**config.mk**
```make
export PLATFORM = sky130hd
export DESIGN_NAME = ptc_tx_ts
export DESIGN_NICKNAME = d
export VERILOG_FILES = /design/src/hdl/ptc_fifo.v /design/src/hdl/ptc_fifo_mem.v /design/src/hdl/ptc_tx_ts.v
export VERILOG_INCLUDE_DIRS = /design/src /design/src/hdl
export SDC_FILE = /design/constraint.sdc
export NUM_CORES = 2
export LEC_CHECK = 0
export BUFFER_PORTS_ARGS = -buffer_cell sky130_fd_sc_hd__buf_2
export CORE_ASPECT_RATIO = 0.9
export CORE_MARGIN = 2
export CORE_UTILIZATION = 42
export CTS_CLUSTER_DIAMETER = 100
export DETAILED_ROUTE_END_ITERATION = 10
export SYNTH_ARGS = -nofsm -noshare
export SYNTH_HDL_FRONTEND = slang
export SYNTH_HIERARCHICAL = 1
export SYNTH_SLANG_ARGS = --single-unit
```
**constraint.sdc**
```tcl
create_clock -name core_clk -period 10.6 [get_ports core_clk]
set_clock_uncertainty 0.2 [all_clocks]
set_input_delay 0.53 -clock core_clk [delete_from_list [all_inputs] [get_ports core_clk]]
set_output_delay 0.53 -clock core_clk [all_outputs]
set_load 0.005 [all_outputs]
```
**src/hdl/ptc_regs.vh**
```
// register offsets, field positions, reset values and widths for ptp tx config
`ifndef PTC_REGS_VH
`define PTC_REGS_VH
`define PTC_ADDR_W 4
`define PTC_OFS_CTRL 4'h0
`define PTC_OFS_LATENCY 4'h1
`define PTC_OFS_RESERVED 4'h2
`define PTC_OFS_STATUS 4'h3
`define PTC_OFS_TIMER 4'h4
`define PTC_OFS_FIFO_LVL 4'h5
`define PTC_CTRL_ONE_STEP_BIT 0
`define PTC_CTRL_TRANSP_BIT 1
`define PTC_CTRL_PREAMBLE_BIT 2
`define PTC_CTRL_PINCHAR0_BIT 3
`define PTC_CTRL_PINCHAR1_BIT 4
`define PTC_CTRL_RESET_BIT 5
`define PTC_CTRL_RST 6'h20
`define PTC_LAT_RST 11'h2C1
`define PTC_LAT_FRAC_W 3
`define PTC_FILL_RST 2'h0
`define PTC_AMTH_RST 9'h46
`define PTC_RES_FILL_LSB 0
`define PTC_RES_AMTH_LSB 8
`define PTC_TS_W 64
`define PTC_DATA_W 64
`define PTC_FIFO_DEPTH 16
`define PTC_FIFO_AW 4
`define PTC_CF_OFFSET 4'h3
`define PTC_PREAMBLE 64'hD555555555555555
`endif

```
**src/hdl/ptc_fifo.v**
```verilog
// first-in first-out buffer with valid and ready on both sides
`timescale 1ns/1ps
`default_nettype none
module ptc_fifo #(
    parameter WIDTH = 66,
    parameter DEPTH = 16,
    parameter AW = 4
) (
    input wire core_clk,
    input wire rst_n,
    input wire in_valid,
    output wire in_ready,
    input wire [WIDTH-1:0] in_data,
    output wire out_valid,
    input wire out_ready,
    output wire [WIDTH-1:0] out_data,
    output wire [AW:0] level
);
    reg [AW:0] wr_ptr_r;
    reg [AW:0] rd_ptr_r;
    reg out_valid_r;
    wire [AW:0] cnt;
    wire push;
    wire pop_mem;
    wire [AW-1:0] rd_addr;
    wire [AW-1:0] held_addr;

    assign cnt = wr_ptr_r - rd_ptr_r;
    // the held output word keeps its slot, so it counts toward full
    assign level = cnt + {{AW{1'b0}}, out_valid_r};
    assign in_ready = (level < DEPTH);
    assign push = in_valid && in_ready;
    // move a word into the output register when it is free or drained
    assign pop_mem = (cnt != {(AW+1){1'b0}}) && (!out_valid_r || out_ready);
    // re-read the held word's slot while stalled so the data stay put
    assign held_addr = rd_ptr_r[AW-1:0] - {{(AW-1){1'b0}}, 1'b1};
    assign rd_addr = pop_mem ? rd_ptr_r[AW-1:0] : held_addr;
    assign out_valid = out_valid_r;

    ptc_fifo_mem #(.WIDTH(WIDTH), .AW(AW)) u_mem (
        .core_clk(core_clk),
        .wr_en(push),
        .wr_addr(wr_ptr_r[AW-1:0]),
        .wr_data(in_data),
        .rd_addr(rd_addr),
        .rd_data(out_data)
    );

    // pointer and output valid tracking
    always @(posedge core_clk or negedge rst_n)
    begin
        if (!rst_n)
        begin
            wr_ptr_r <= {(AW+1){1'b0}};
            rd_ptr_r <= {(AW+1){1'b0}};
            out_valid_r <= 1'b0;
        end
        else
        begin
            if (push)
            begin
                wr_ptr_r <= wr_ptr_r + 1'b1;
            end
            if (pop_mem)
            begin
                rd_ptr_r <= rd_ptr_r + 1'b1;
                out_valid_r <= 1'b1;
            end
            else if (out_ready)
            begin
                out_valid_r <= 1'b0;
            end
        end
    end
endmodule
`default_nettype wire

```
**src/hdl/ptc_fifo_mem.v**
```verilog
// small register-read memory that holds fifo words
`timescale 1ns/1ps
`default_nettype none
module ptc_fifo_mem #(
    parameter WIDTH = 66,
    parameter AW = 4
) (
    input wire core_clk,
    input wire wr_en,
    input wire [AW-1:0] wr_addr,
    input wire [WIDTH-1:0] wr_data,
    input wire [AW-1:0] rd_addr,
    output reg [WIDTH-1:0] rd_data
);
    reg [WIDTH-1:0] mem [0:(1<<AW)-1];

    // write port and registered read port
    always @(posedge core_clk)
    begin
        if (wr_en)
        begin
            mem[wr_addr] <= wr_data;
        end
        rd_data <= mem[rd_addr];
    end
endmodule
`default_nettype wire

```
**src/hdl/ptc_tx_ts.v**
```verilog
// transmit ptp timestamp configuration and insertion path
//
// Summary of operation
// RULE_01 - one-step enable inserts timestamp, default off
// RULE_02 - transparent mode enables correction field updates
// RULE_03 - transparent mode treats timer as correction value
// RULE_04 - transparent mode overwrites frame correction field
// RULE_05 - user timers and timestamps in correction format
// RULE_06 - latency adjust: bits 10:3 ns, 3 fractional
// RULE_07 - one-step stamp shifted by latency, default 705
// RULE_08 - software should use 802 in transparent mode
// RULE_09 - fec fill adjust reserved, hold zero
// RULE_10 - fec marker threshold reserved, hold 46 hex
// RULE_11 - custom preamble enable, default standard preamble
// RULE_12 - pin characterisation test settings held false
// RULE_13 - change settings only while path in reset
// RULE_14 - settings captured in tx domain after reset
//
// Strobed register access and the placing of the registers were chosen for this implementation.
`timescale 1ns/1ps
`default_nettype none
`include "ptc_regs.vh"
module ptc_tx_ts (
    input wire core_clk,
    input wire rst_n,
    input wire [`PTC_ADDR_W-1:0] reg_addr,
    input wire [31:0] reg_wdata,
    input wire reg_wr,
    input wire reg_rd,
    output reg [31:0] reg_rdata,
    input wire [`PTC_TS_W-1:0] sys_timer,
    input wire in_valid,
    output reg in_ready,
    input wire [`PTC_DATA_W-1:0] in_data,
    input wire in_sop,
    input wire in_eop,
    output reg out_valid,
    input wire out_ready,
    output reg [`PTC_DATA_W-1:0] out_data,
    output reg out_sop,
    output reg out_eop,
    output reg [`PTC_TS_W-1:0] ts_out,
    output reg ts_valid,
    output reg one_step_ts_enable,
    output reg transparent_clock_mode,
    output reg custom_preamble_enable,
    output reg [10:0] one_step_latency_adjust,
    output reg [1:0] fec_fill_adjust_reserved,
    output reg [8:0] fec_marker_threshold_reserved,
    output reg pin_char_test_ctl_reserved
);
    localparam ST_IDLE = 3'b001;
    localparam ST_BODY = 3'b010;
    localparam ST_HOLD = 3'b100;
    localparam DW = `PTC_DATA_W;

    // software-side shadow settings
    reg [5:0] ctrl_r;
    reg [10:0] lat_r;
    reg [1:0] fill_r;
    reg [8:0] amth_r;
    // tx-domain applied settings
    reg one_step_r;
    reg transp_r;
    reg preamble_r;
    reg [10:0] lat_app_r;
    reg path_rst_r;
    reg [2:0] state_r;
    reg [2:0] state_nxt;
    reg [3:0] word_idx_r;
    reg [`PTC_TS_W-1:0] stamp_r;
    reg [31:0] frames_r;
    reg [31:0] rdata_nxt;
    wire [DW+1:0] fifo_in;
    wire [DW+1:0] fifo_out;
    wire fifo_out_valid;
    wire fifo_in_ready;
    wire fifo_pop;
    wire [`PTC_FIFO_AW:0] fifo_level;
    wire tx_rst;
    reg [DW-1:0] word_mod;
    wire stamp_on;
    wire [`PTC_TS_W-1:0] stamp_calc;

    // latency in ns with 3 fractional bits, scaled to 1/16 ns units
    function [`PTC_TS_W-1:0] lat_to_sub_ns;
        input [10:0] lat;
        begin
            lat_to_sub_ns = {{(`PTC_TS_W-12){1'b0}}, lat, 1'b0}; // see RULE_06
        end
    endfunction

    // correction value: timer plus adjust; tod: timer plus adjust as well
    function [`PTC_TS_W-1:0] stamp_fn;
        input [`PTC_TS_W-1:0] timer;
        input [10:0] lat;
        begin
            stamp_fn = timer + lat_to_sub_ns(lat); // see RULE_07
        end
    endfunction

    // path reset bit of the control word holds the datapath idle
    assign tx_rst = ctrl_r[`PTC_CTRL_RESET_BIT];
    // either one-step or transparent mode rewrites the field word
    assign stamp_on = one_step_r || transp_r;
    assign stamp_calc = stamp_fn(sys_timer, lat_app_r);

    // register writes; settings shadow takes writes at any time, the applied copies change only during path reset
    always @(posedge core_clk or negedge rst_n)
    begin
        if (!rst_n)
        begin
            ctrl_r <= `PTC_CTRL_RST;
            lat_r <= `PTC_LAT_RST;
            fill_r <= `PTC_FILL_RST;
            amth_r <= `PTC_AMTH_RST;
        end
        else if (reg_wr && reg_addr == `PTC_OFS_CTRL)
        begin
            ctrl_r <= reg_wdata[5:0];
        end
        else if (reg_wr && reg_addr == `PTC_OFS_LATENCY)
        begin
            lat_r <= reg_wdata[10:0];
        end
        else if (reg_wr && reg_addr == `PTC_OFS_RESERVED)
        begin
            fill_r <= reg_wdata[`PTC_RES_FILL_LSB+1:`PTC_RES_FILL_LSB];
            amth_r <= reg_wdata[`PTC_RES_AMTH_LSB+8:`PTC_RES_AMTH_LSB];
        end
    end

    // settings applied only while the path is in reset, frozen after
    always @(posedge core_clk or negedge rst_n)
    begin
        if (!rst_n)
        begin
            one_step_r <= 1'b0;
            transp_r <= 1'b0;
            preamble_r <= 1'b0;
            lat_app_r <= `PTC_LAT_RST;
            path_rst_r <= 1'b1;
        end
        else
        begin
            path_rst_r <= tx_rst;
            // copies stay frozen while the path runs
            if (tx_rst)
            begin
                one_step_r <= ctrl_r[`PTC_CTRL_ONE_STEP_BIT]; // see RULE_14
                transp_r <= ctrl_r[`PTC_CTRL_TRANSP_BIT]; // see RULE_14
                preamble_r <= ctrl_r[`PTC_CTRL_PREAMBLE_BIT];
                lat_app_r <= lat_r;
            end
        end
    end

    // configuration outputs to the datapath
    always @(posedge core_clk or negedge rst_n)
    begin
        if (!rst_n)
        begin
            one_step_ts_enable <= 1'b0;
            transparent_clock_mode <= 1'b0;
            custom_preamble_enable <= 1'b0;
            one_step_latency_adjust <= `PTC_LAT_RST;
            fec_fill_adjust_reserved <= `PTC_FILL_RST;
            fec_marker_threshold_reserved <= `PTC_AMTH_RST;
            pin_char_test_ctl_reserved <= 1'b0;
        end
        else
        begin
            one_step_ts_enable <= one_step_r; // see RULE_01
            transparent_clock_mode <= transp_r; // see RULE_02
            custom_preamble_enable <= preamble_r; // see RULE_11
            one_step_latency_adjust <= lat_app_r;
            fec_fill_adjust_reserved <= fill_r;
            fec_marker_threshold_reserved <= amth_r;
            pin_char_test_ctl_reserved <= ctrl_r[`PTC_CTRL_PINCHAR0_BIT] |
                ctrl_r[`PTC_CTRL_PINCHAR1_BIT];
        end
    end

    // frame buffer: sop and eop ride with each word
    assign fifo_in = {in_sop, in_eop, in_data};

    ptc_fifo #(.WIDTH(DW+2), .DEPTH(`PTC_FIFO_DEPTH),
        .AW(`PTC_FIFO_AW)) u_fifo (
        .core_clk(core_clk),
        .rst_n(rst_n),
        .in_valid(in_valid && in_ready),
        .in_ready(fifo_in_ready),
        .in_data(fifo_in),
        .out_valid(fifo_out_valid),
        .out_ready(fifo_pop),
        .out_data(fifo_out),
        .level(fifo_level)
    );

    // output stage takes a word whenever it is empty or drained
    // nothing leaves the buffer while the path is held in reset
    assign fifo_pop = !path_rst_r && (!out_valid || out_ready) &&
        state_r != ST_HOLD;

    // word rewrite: preamble on the start word, stamp at the field word
    always @*
    begin
        word_mod = fifo_out[DW-1:0];
        if (fifo_out[DW+1])
        begin
            if (preamble_r)
            begin
                word_mod = `PTC_PREAMBLE; // see RULE_11
            end
        end
        else if (word_idx_r == `PTC_CF_OFFSET && stamp_on)
        begin
            // new correction value or one-step stamp replaces the field
            word_mod = stamp_r; // see RULE_04
        end
    end

    // frame state machine
    always @*
    begin
        state_nxt = state_r;
        case (state_r)
            ST_IDLE:
            begin
                if (fifo_pop && fifo_out_valid && fifo_out[DW+1] &&
                    !fifo_out[DW])
                begin
                    state_nxt = ST_BODY;
                end
            end
            ST_BODY:
            begin
                if (fifo_pop && fifo_out_valid && fifo_out[DW])
                begin
                    state_nxt = ST_IDLE;
                end
            end
            ST_HOLD:
            begin
                state_nxt = ST_IDLE;
            end
            default:
            begin
                state_nxt = ST_IDLE;
            end
        endcase
    end

    // datapath registers
    always @(posedge core_clk or negedge rst_n)
    begin
        if (!rst_n)
        begin
            state_r <= ST_IDLE;
            word_idx_r <= 4'h0;
            stamp_r <= {`PTC_TS_W{1'b0}};
            out_valid <= 1'b0;
            out_data <= {DW{1'b0}};
            out_sop <= 1'b0;
            out_eop <= 1'b0;
            ts_out <= {`PTC_TS_W{1'b0}};
            ts_valid <= 1'b0;
            in_ready <= 1'b0;
            frames_r <= 32'h0;
        end
        else if (path_rst_r)
        begin
            state_r <= ST_IDLE;
            word_idx_r <= 4'h0;
            out_valid <= 1'b0;
            ts_valid <= 1'b0;
            in_ready <= 1'b0;
        end
        else
        begin
            state_r <= state_nxt;
            in_ready <= fifo_in_ready && (fifo_level < `PTC_FIFO_DEPTH - 1);
            ts_valid <= 1'b0;
            if (fifo_pop)
            begin
                out_valid <= fifo_out_valid;
                if (fifo_out_valid)
                begin
                    out_data <= word_mod;
                    out_sop <= fifo_out[DW+1];
                    out_eop <= fifo_out[DW];
                    if (fifo_out[DW+1])
                    begin
                        // timer is tod or correction value by mode
                        stamp_r <= stamp_calc; // see RULE_03
                        word_idx_r <= 4'h1;
                    end
                    else if (word_idx_r != 4'hF)
                    begin
                        word_idx_r <= word_idx_r + 4'h1;
                    end
                    if (fifo_out[DW])
                    begin
                        ts_out <= stamp_r;
                        ts_valid <= 1'b1;
                        frames_r <= frames_r + 32'h1;
                    end
                end
            end
        end
    end

    // register read mux
    always @*
    begin
        rdata_nxt = 32'h0;
        case (reg_addr)
            `PTC_OFS_CTRL: rdata_nxt = {26'h0, ctrl_r};
            `PTC_OFS_LATENCY: rdata_nxt = {21'h0, lat_r};
            `PTC_OFS_RESERVED: rdata_nxt = {15'h0, amth_r, 6'h0, fill_r};
            `PTC_OFS_STATUS: rdata_nxt = frames_r;
            `PTC_OFS_TIMER: rdata_nxt = stamp_r[31:0];
            `PTC_OFS_FIFO_LVL: rdata_nxt = {27'h0, fifo_level};
            default: rdata_nxt = 32'h0;
        endcase
    end

    // read data stand the cycle after the strobe only
    always @(posedge core_clk or negedge rst_n)
    begin
        if (!rst_n)
        begin
            reg_rdata <= 32'h0;
        end
        else
        begin
            reg_rdata <= reg_rd ? rdata_nxt : 32'h0;
        end
    end
endmodule
`default_nettype wire

```
# After elaboration in Yosys (flattened, before gate mapping)
# Memories as Yosys holds them, arrays and structs flattened. A register that Yosys moved wholly into a read port is not among the register bits.
# Index checks and enable logic that the tools add are counted.
# Widths: inputs -> output; s select.
[word_totals]
reg_bits = 348
mem_bits_rw = 1056
inputBits = 172
out_inout_bits = 191
memories = 1
[mem_list]
columns = ["memory", "depth", "word_bits", "rd", "rd_clocked_by_memory_dff", "wr", "line_no", "text"]
rows = [
  ["u_fifo.u_mem.mem", 16, 66, 1, 1, 1, "ptc_fifo_mem.v:15", "reg [WIDTH-1:0] mem [0:(1<<AW)-1];"],
]
[classes]
n_addsub = 8
magnitude_cmp = 2
eq_ne = 12
n_mux = 26
n_bitwise = 4
n_reduce_logical = 34
[ops]
columns = ["cell", "n"]
rows = [
  ["$mux 64", 3],
  ["$pmux 32 s6", 1],
  ["$add 64x12->64", 1],
  ["$add 32x1->32 const B", 1],
  ["$mux 32", 1],
  ["$mux 4", 6],
  ["$logic_and 1x1->1", 14],
  ["$eq 4x2->1 const B", 3],
  ["$mux 1", 11],
  ["$add 5x1->5 const B", 2],
  ["$mux 3", 3],
  ["$ne 3x3->1 const B", 3],
  ["$reduce_and 3->1", 3],
  ["$eq 4x3->1 const B", 2],
  ["$reduce_and 4->1", 2],
  ["$pmux 3 s2", 1],
  ["$reduce_bool 2->1", 3],
  ["$add 5x1->5", 1],
  ["$lt 5x4->1 const B", 1],
  ["$lt 5x5->1 const B", 1],
  ["$reduce_bool 5->1", 1],
  ["$sub 5x5->5", 1],
  ["$add 4x1->4 const B", 1],
  ["$eq 4x1->1 const B", 1],
  ["11 further kinds", 19],
]

# Longest topological paths before layout
[depth]
depth_word = 10
mapped_depth = 16

# Modules after synthesis
# Netlist, hierarchy kept.
[modules_own_cells]
columns = ["mod", "instances", "cells_per_inst", "area_per_inst_um2"]
rows = [
  ["ptc_fifo_mem", 1, 1698, 40799.1],
  ["ptc_tx_ts", 1, 1445, 14792.9],
  ["ptc_fifo", 1, 79, 804.5],
]

# Least setup slack after synthesis
# OpenSTA, ideal clock, no wires.
[synth_path]
kind = "register to register"
start = "register u_fifo.wr_ptr_r[0]"
end = "memory u_fifo.u_mem.mem[0][0] (enable)"
setup_time_ns = 0.571
arrival_time_ns = 7.059
required_time_ns = 9.829
slack_ns = 2.770
path_stages_with_launch = 13
cell_sequence = "dfrtp_1 inv_1 ha_1 inv_1 fa_1 a21o_1 a21oi_2 xnor2_2 xnor2_2 nand2_1 inv_1 or3b_2 nor3_1"
[synth_via]
elab_chain_cells = 6
[synth_rtl]
columns = ["item", "line_no", "text"]
rows = [
  ["from (decl)", "ptc_fifo.v:19", "reg [AW:0] wr_ptr_r;"],
  ["from (signal assigned)", "ptc_fifo.v:54", "wr_ptr_r <= {(AW+1){1'b0}};"],
  ["from (signal assigned)", "ptc_fifo.v:62", "wr_ptr_r <= wr_ptr_r + 1'b1;"],
  ["$sub 5x5->5", "ptc_fifo.v:28", "assign cnt = wr_ptr_r - rd_ptr_r;"],
  ["$add 5x1->5", "ptc_fifo.v:30", "assign level = cnt + {{AW{1'b0}}, out_valid_r};"],
  ["$lt 5x5->1", "ptc_fifo.v:31", "assign in_ready = (level < DEPTH);"],
  ["via fifo_in_ready", "ptc_tx_ts.v:77", "wire fifo_in_ready;"],
  ["$logic_and 1x1->1", "ptc_fifo.v:32", "assign push = in_valid && in_ready;"],
  ["via u_fifo.push", "ptc_fifo.v:23", "wire push;"],
  ["$mux 1", "ptc_fifo_mem.v:20", "if (wr_en)"],
  ["$mux 1 (implied by the code)", "ptc_fifo_mem.v:22", "mem[wr_addr] <= wr_data;"],
  ["to (decl)", "ptc_fifo_mem.v:15", ""],
]
# The timed path passes the listed nets, and every way through them passes these cells.

# Worst setup path after layout
[layout_path]
start = "register u_fifo.wr_ptr_r[0]"
end = "register u_fifo.u_mem.rd_data[41], read port of u_fifo.u_mem.mem"
[layout_via]
elab_chain_cells = 4
[layout_rtl]
columns = ["item", "line_no", "text"]
rows = [
  ["$sub 5x5->5", "ptc_fifo.v:28", ""],
  ["$reduce_bool 5->1", "ptc_fifo.v:34", "assign pop_mem = (cnt != {(AW+1){1'b0}}) && (!out_valid_r || out_ready);"],
  ["$logic_and 1x1->1", "ptc_fifo.v:34", ""],
  ["$mux 4", "ptc_fifo.v:37", "assign rd_addr = pop_mem ? rd_ptr_r[AW-1:0] : held_addr;"],
  ["via u_fifo.rd_addr[1]", "ptc_fifo.v:25", "wire [AW-1:0] rd_addr;"],
  ["to (decl)", "ptc_fifo_mem.v:13", "output reg [WIDTH-1:0] rd_data"],
]
# The timed path passes the listed nets, and every way through them passes these cells.
# A chain may end at the register's enable or synchronous reset.

==> reports/summary.md <==
- **post-detailed-routing wire length** 152.8 mm
- **Seq. cell area** 0.04169 sq mm
- **time the final worst path needs with I/O delays and setup** 5.767 ns
- **Avg Synthesized Cell Area** 17.50 sq um
- **maximum number of pins on one net before global-route repair** 171
- **HPWL after detailed placement** 90.12 mm
- **initial cell density of the core** 0.4230
- **per-cell routed wire length** 27.14 um
- **initial drt markers** 3216
- **clock network fraction of design power** 0.273
- **CP Launch Type** register
- **Hold Startpoint** sys_timer[32]
- **number of global-route vias before repair** 32.08k
- **Yosys cell types** 79
- **required time reported for the critical path endpoint** 10.99 ns
- **number of primary I/O pins** 363
- **CTS Buf Count** 153
- **Leakage Power** 0.02413 uW
- **CTS tree** yes
- **pwr dens** 287.2 mW/mm^2
- **maximum clock path buffer count** 3
- **die area** 0.1372 sq mm
- **DR DRC count** 0
- **Die Height** 351.6 um
- **most used flip-flop cell after synthesis** sky130_fd_sc_hd__edfxtp_1
- **proportion of power drawn by flip-flops and latches** 0.395
- **final worst-path cycle share** 0.5441
- **relative area change from synthesis to final layout** 18.19%
- **unrepaired setup endpoints after global routing** false
- **Post-Syn Instances** 3222
- **drt pass-1 iters** 7
- **area of the placeable core** 0.1333 sq mm
- **#FFs+latches synth** 1467
- **row count** 127
- **later-pin clock latency in the skew report** 0.78 ns
- **sort of element at the end of the critical path** register
- **antenna violations before repair** 17
- **Comb pwr share** 0.332
- **setup slack at placement** 4.836 ns
- **internal power** 12700 uW
- **endpoint arrival time on the critical path** 6.16 ns
- **Final Hold Violating Endpoints** 0
- **count of input and output buffers** 347
- **number of enable-type register cells in the synthesized netlist** 1056
- **net switching component of the power** 6442 uW
- **post-CTS setup repair buffer count** 0
- **fraction of layout instances using a drive strength above 1** 0.2618
- **asr flop ratio synth** 0.2352
- **worst setup path start** u_fifo/wr_ptr_r[0]
- **area of the mapped netlist** 0.05640 sq mm
- **count of hold-fix buffers inserted at cts** 149
- **sw frac** 0.3365
- **end of the worst hold path** stamp_r[32]
- **critical path class** register to register
- **Worst Setup Slack, final** 4.833 ns
- **worst-case register-to-register setup slack** 4.83 ns
- **layout filler cell count** 10.97k
- **number of setup violations in the final report** 0
- **post-synth top area share** 0.5623
- **number of levels the H-tree was split into** 4
- **Max rail drop VDD** 0.3561 mV
- **first-pass GRT wire length** 222.2 mm
- **area of the multi-input gates** 0.01405 sq mm
- **total global routing track utilization** 0.2228
- **Final Max Slew Viols** 0
- **Seq/Total Area, Yosys** 0.7392
- **count of max-cap constraint violations** 0
- **reg2reg path depth** 15
- **library cell used as clock root buffer** sky130_fd_sc_hd__clkbuf_16
- **sink count of the clock tree** 1467
- **Synth Net Count** 3418
- **number of gates resized after CTS** 0
- **transition at the pin with the smallest max-transition slack** 1.218 ns
- **startpoint of the lowest-slack register-to-register path** u_fifo/wr_ptr_r[0]
- **Placer Congestion** 0.8403
- **Die X** 390.3 um
- **top cell type by total area after synthesis** sky130_fd_sc_hd__edfxtp_1
- **cell types occupying the most area after synthesis** sky130_fd_sc_hd__edfxtp_1, sky130_fd_sc_hd__dfrtp_1, sky130_fd_sc_hd__mux4_2
- **setup TNS** 0 ns
- **r2r endpoint** u_fifo/u_mem/rd_data[41]
- **Hold Path Stages** 3
- **result of the run** complete, no violations
- **fin nets** 3956
- **Max Fanout on Critical Path** 96
- **Yosys warning count** 6
- **clock-pin slew on the worst setup and hold paths** 0.06 ns
- **Fmax** 0.1734 GHz
- **Max-Slew Margin vs Limit** 0.1862
- **antenna viol nets, final** 0
- **vias after detailed routing** 31.71k
- **class of the tightest hold or removal check** input pin to register
- **number of vias per cell** 5.632
- **total global routing overflow** 0
metal layers:
layer  share of wire  vias to the layer above  wire length [um]  track usage
met4           0.022                       16              3327      0.06036
li1                -                    13608                 -            -
met1            0.44                    16679             66690       0.3197
met3           0.071                      224             10800      0.04159
met5         0.00073                        -               111            0
met2            0.47                     1187             71910       0.3514
Yosys cell counts, types with 4 or more instances:
| library cell | number |
|---|---|
| sky130_fd_sc_hd__buf_4 | 17 |
| sky130_fd_sc_hd__o211ai_1 | 9 |
| sky130_fd_sc_hd__buf_6 | 9 |
| sky130_fd_sc_hd__nand3b_1 | 5 |
| sky130_fd_sc_hd__xor2_1 | 39 |
| sky130_fd_sc_hd__a21o_1 | 5 |
| sky130_fd_sc_hd__buf_2 | 15 |
| sky130_fd_sc_hd__and3_1 | 19 |
| sky130_fd_sc_hd__clkbuf_1 | 113 |
| sky130_fd_sc_hd__buf_1 | 13 |
| sky130_fd_sc_hd__o21ai_1 | 17 |
| sky130_fd_sc_hd__o21ai_0 | 80 |
| sky130_fd_sc_hd__edfxtp_1 | 1056 |
| sky130_fd_sc_hd__a21oi_1 | 38 |
| sky130_fd_sc_hd__nand4_1 | 16 |
| sky130_fd_sc_hd__a221oi_1 | 32 |
| sky130_fd_sc_hd__nand2_1 | 437 |
| sky130_fd_sc_hd__nand3_1 | 30 |
| sky130_fd_sc_hd__nand2b_1 | 6 |
| sky130_fd_sc_hd__nor3_2 | 9 |
| sky130_fd_sc_hd__nor2_1 | 132 |
| sky130_fd_sc_hd__dfxtp_1 | 66 |
| sky130_fd_sc_hd__a22oi_1 | 164 |
| sky130_fd_sc_hd__mux2_2 | 52 |
| sky130_fd_sc_hd__mux4_2 | 267 |
| sky130_fd_sc_hd__o22ai_1 | 32 |
| sky130_fd_sc_hd__nor4_1 | 5 |
| sky130_fd_sc_hd__nor3_1 | 11 |
| sky130_fd_sc_hd__xnor2_1 | 65 |
| sky130_fd_sc_hd__inv_1 | 17 |
| sky130_fd_sc_hd__or3_1 | 5 |
| sky130_fd_sc_hd__dfstp_2 | 20 |
| sky130_fd_sc_hd__mux2i_1 | 4 |
| sky130_fd_sc_hd__dfrtp_1 | 325 |
| sky130_fd_sc_hd__and2_1 | 8 |
| sky130_fd_sc_hd__ha_1 | 22 |
cells in the final DEF (no fill, tap or decap), types with 80 or more instances in the layout:
cell	synthesis	layout
sky130_fd_sc_hd__edfxtp_1	1056	1056
sky130_fd_sc_hd__nand2_1	437	434
sky130_fd_sc_hd__buf_2	15	346
sky130_fd_sc_hd__dfrtp_1	325	325
sky130_fd_sc_hd__mux4_2	267	267
sky130_fd_sc_hd__a22oi_1	164	164
sky130_fd_sc_hd__clkbuf_16	0	153
sky130_fd_sc_hd__dlygate4sd3_1	0	149
sky130_fd_sc_hd__nor2_1	132	119
sky130_fd_sc_hd__o21ai_0	80	80
logic make-up after synthesis:
logic type      synth area share
mux                       0.1179
fa+ha+maj               0.005591
xor+xnor                 0.01673
compound gates           0.04870
simple gates             0.05664
buf+inv                  0.01520
flops                     0.7392
worst max-delay path by stage:
stage | cells past startpoint | endpoint | slack (ns)
after floorplan | 12 | u_fifo/u_mem/mem[0][0] | 2.77
after global placement | 15 | u_fifo/u_mem/rd_data[41] | 4.85
after detailed placement | 15 | u_fifo/u_mem/rd_data[41] | 4.84
after CTS | 15 | u_fifo/u_mem/rd_data[41] | 4.83
after global routing | 15 | u_fifo/u_mem/rd_data[41] | 4.49
final | 15 | u_fifo/u_mem/rd_data[41] | 4.83
sequential cells by signal (all words and copies together), names as in the netlist, 5 cells and up:
| name | cells |
|---|---|
| lat_r | 11 |
| reg_rdata | 32 |
| amth_r | 9 |
| frames_r | 32 |
| one_step_latency_adjust | 11 |
| lat_app_r | 11 |
| u_fifo/u_mem/mem | 1056 |
| ctrl_r | 6 |
| u_fifo/u_mem/rd_data | 66 |
| out_data | 64 |
| fec_marker_threshold_reserved | 9 |
| u_fifo/rd_ptr_r | 5 |
| u_fifo/wr_ptr_r | 5 |
| ts_out | 64 |
| stamp_r | 64 |
per-stage QoR:
stage,instances,total power (uW),instance area [sq um],hold WS (ns),utilization
after floorplan,3222,11870,56400,0.03441,-
after global placement,5197,13950,60210,0.1649,0.4516
after detailed placement,5197,14020,60210,0.1677,0.4516
after CTS,5630,19310,66650,0.04933,0.4999
after global routing,5630,20110,66650,0.05567,0.4999
final,5631,19140,66650,0.1131,0.4999
critical path: stages (launching register included):
cell	delay, ns
sky130_fd_sc_hd__dfrtp_1	0.55
sky130_fd_sc_hd__inv_1	0.12
sky130_fd_sc_hd__ha_1	0.16
sky130_fd_sc_hd__inv_1	0.05
sky130_fd_sc_hd__fa_1	0.40
sky130_fd_sc_hd__a21o_1	0.21
sky130_fd_sc_hd__a21oi_2	0.17
sky130_fd_sc_hd__xnor2_2	0.14
sky130_fd_sc_hd__o31ai_4	0.54
sky130_fd_sc_hd__nor2_1	0.15
sky130_fd_sc_hd__a21oi_4	0.83
sky130_fd_sc_hd__buf_4	0.62
sky130_fd_sc_hd__buf_12	0.51
sky130_fd_sc_hd__mux4_2	0.41
sky130_fd_sc_hd__a22oi_1	0.21
sky130_fd_sc_hd__nand2_1	0.21
cell type report:
| class | count | share of cell area |
|---|---|---|
| Tap cell | 1741 | 0.03268 |
| Inverter | 20 | 0.001239 |
| Antenna cell | 1 | 0.00003754 |
| Clock inverter | 67 | 0.01130 |
| Multi-Input combinational cell | 1567 | 0.2107 |
| Clock buffer | 217 | 0.06300 |
| Sequential cell | 1467 | 0.6255 |
| Timing Repair Buffer | 551 | 0.05553 |
power groups by stage:
stage | Combinational [uW] | Sequential (uW) | Clock, uW
after floorplan | 4570 | 7300 | 0
after global placement | 6300 | 7650 | 0
after detailed placement | 6360 | 7660 | 0
after CTS | 6430 | 7550 | 5330
after global routing | 6920 | 7620 | 5580
final | 6360 | 7560 | 5230
(Power assumes the default switching activity.)
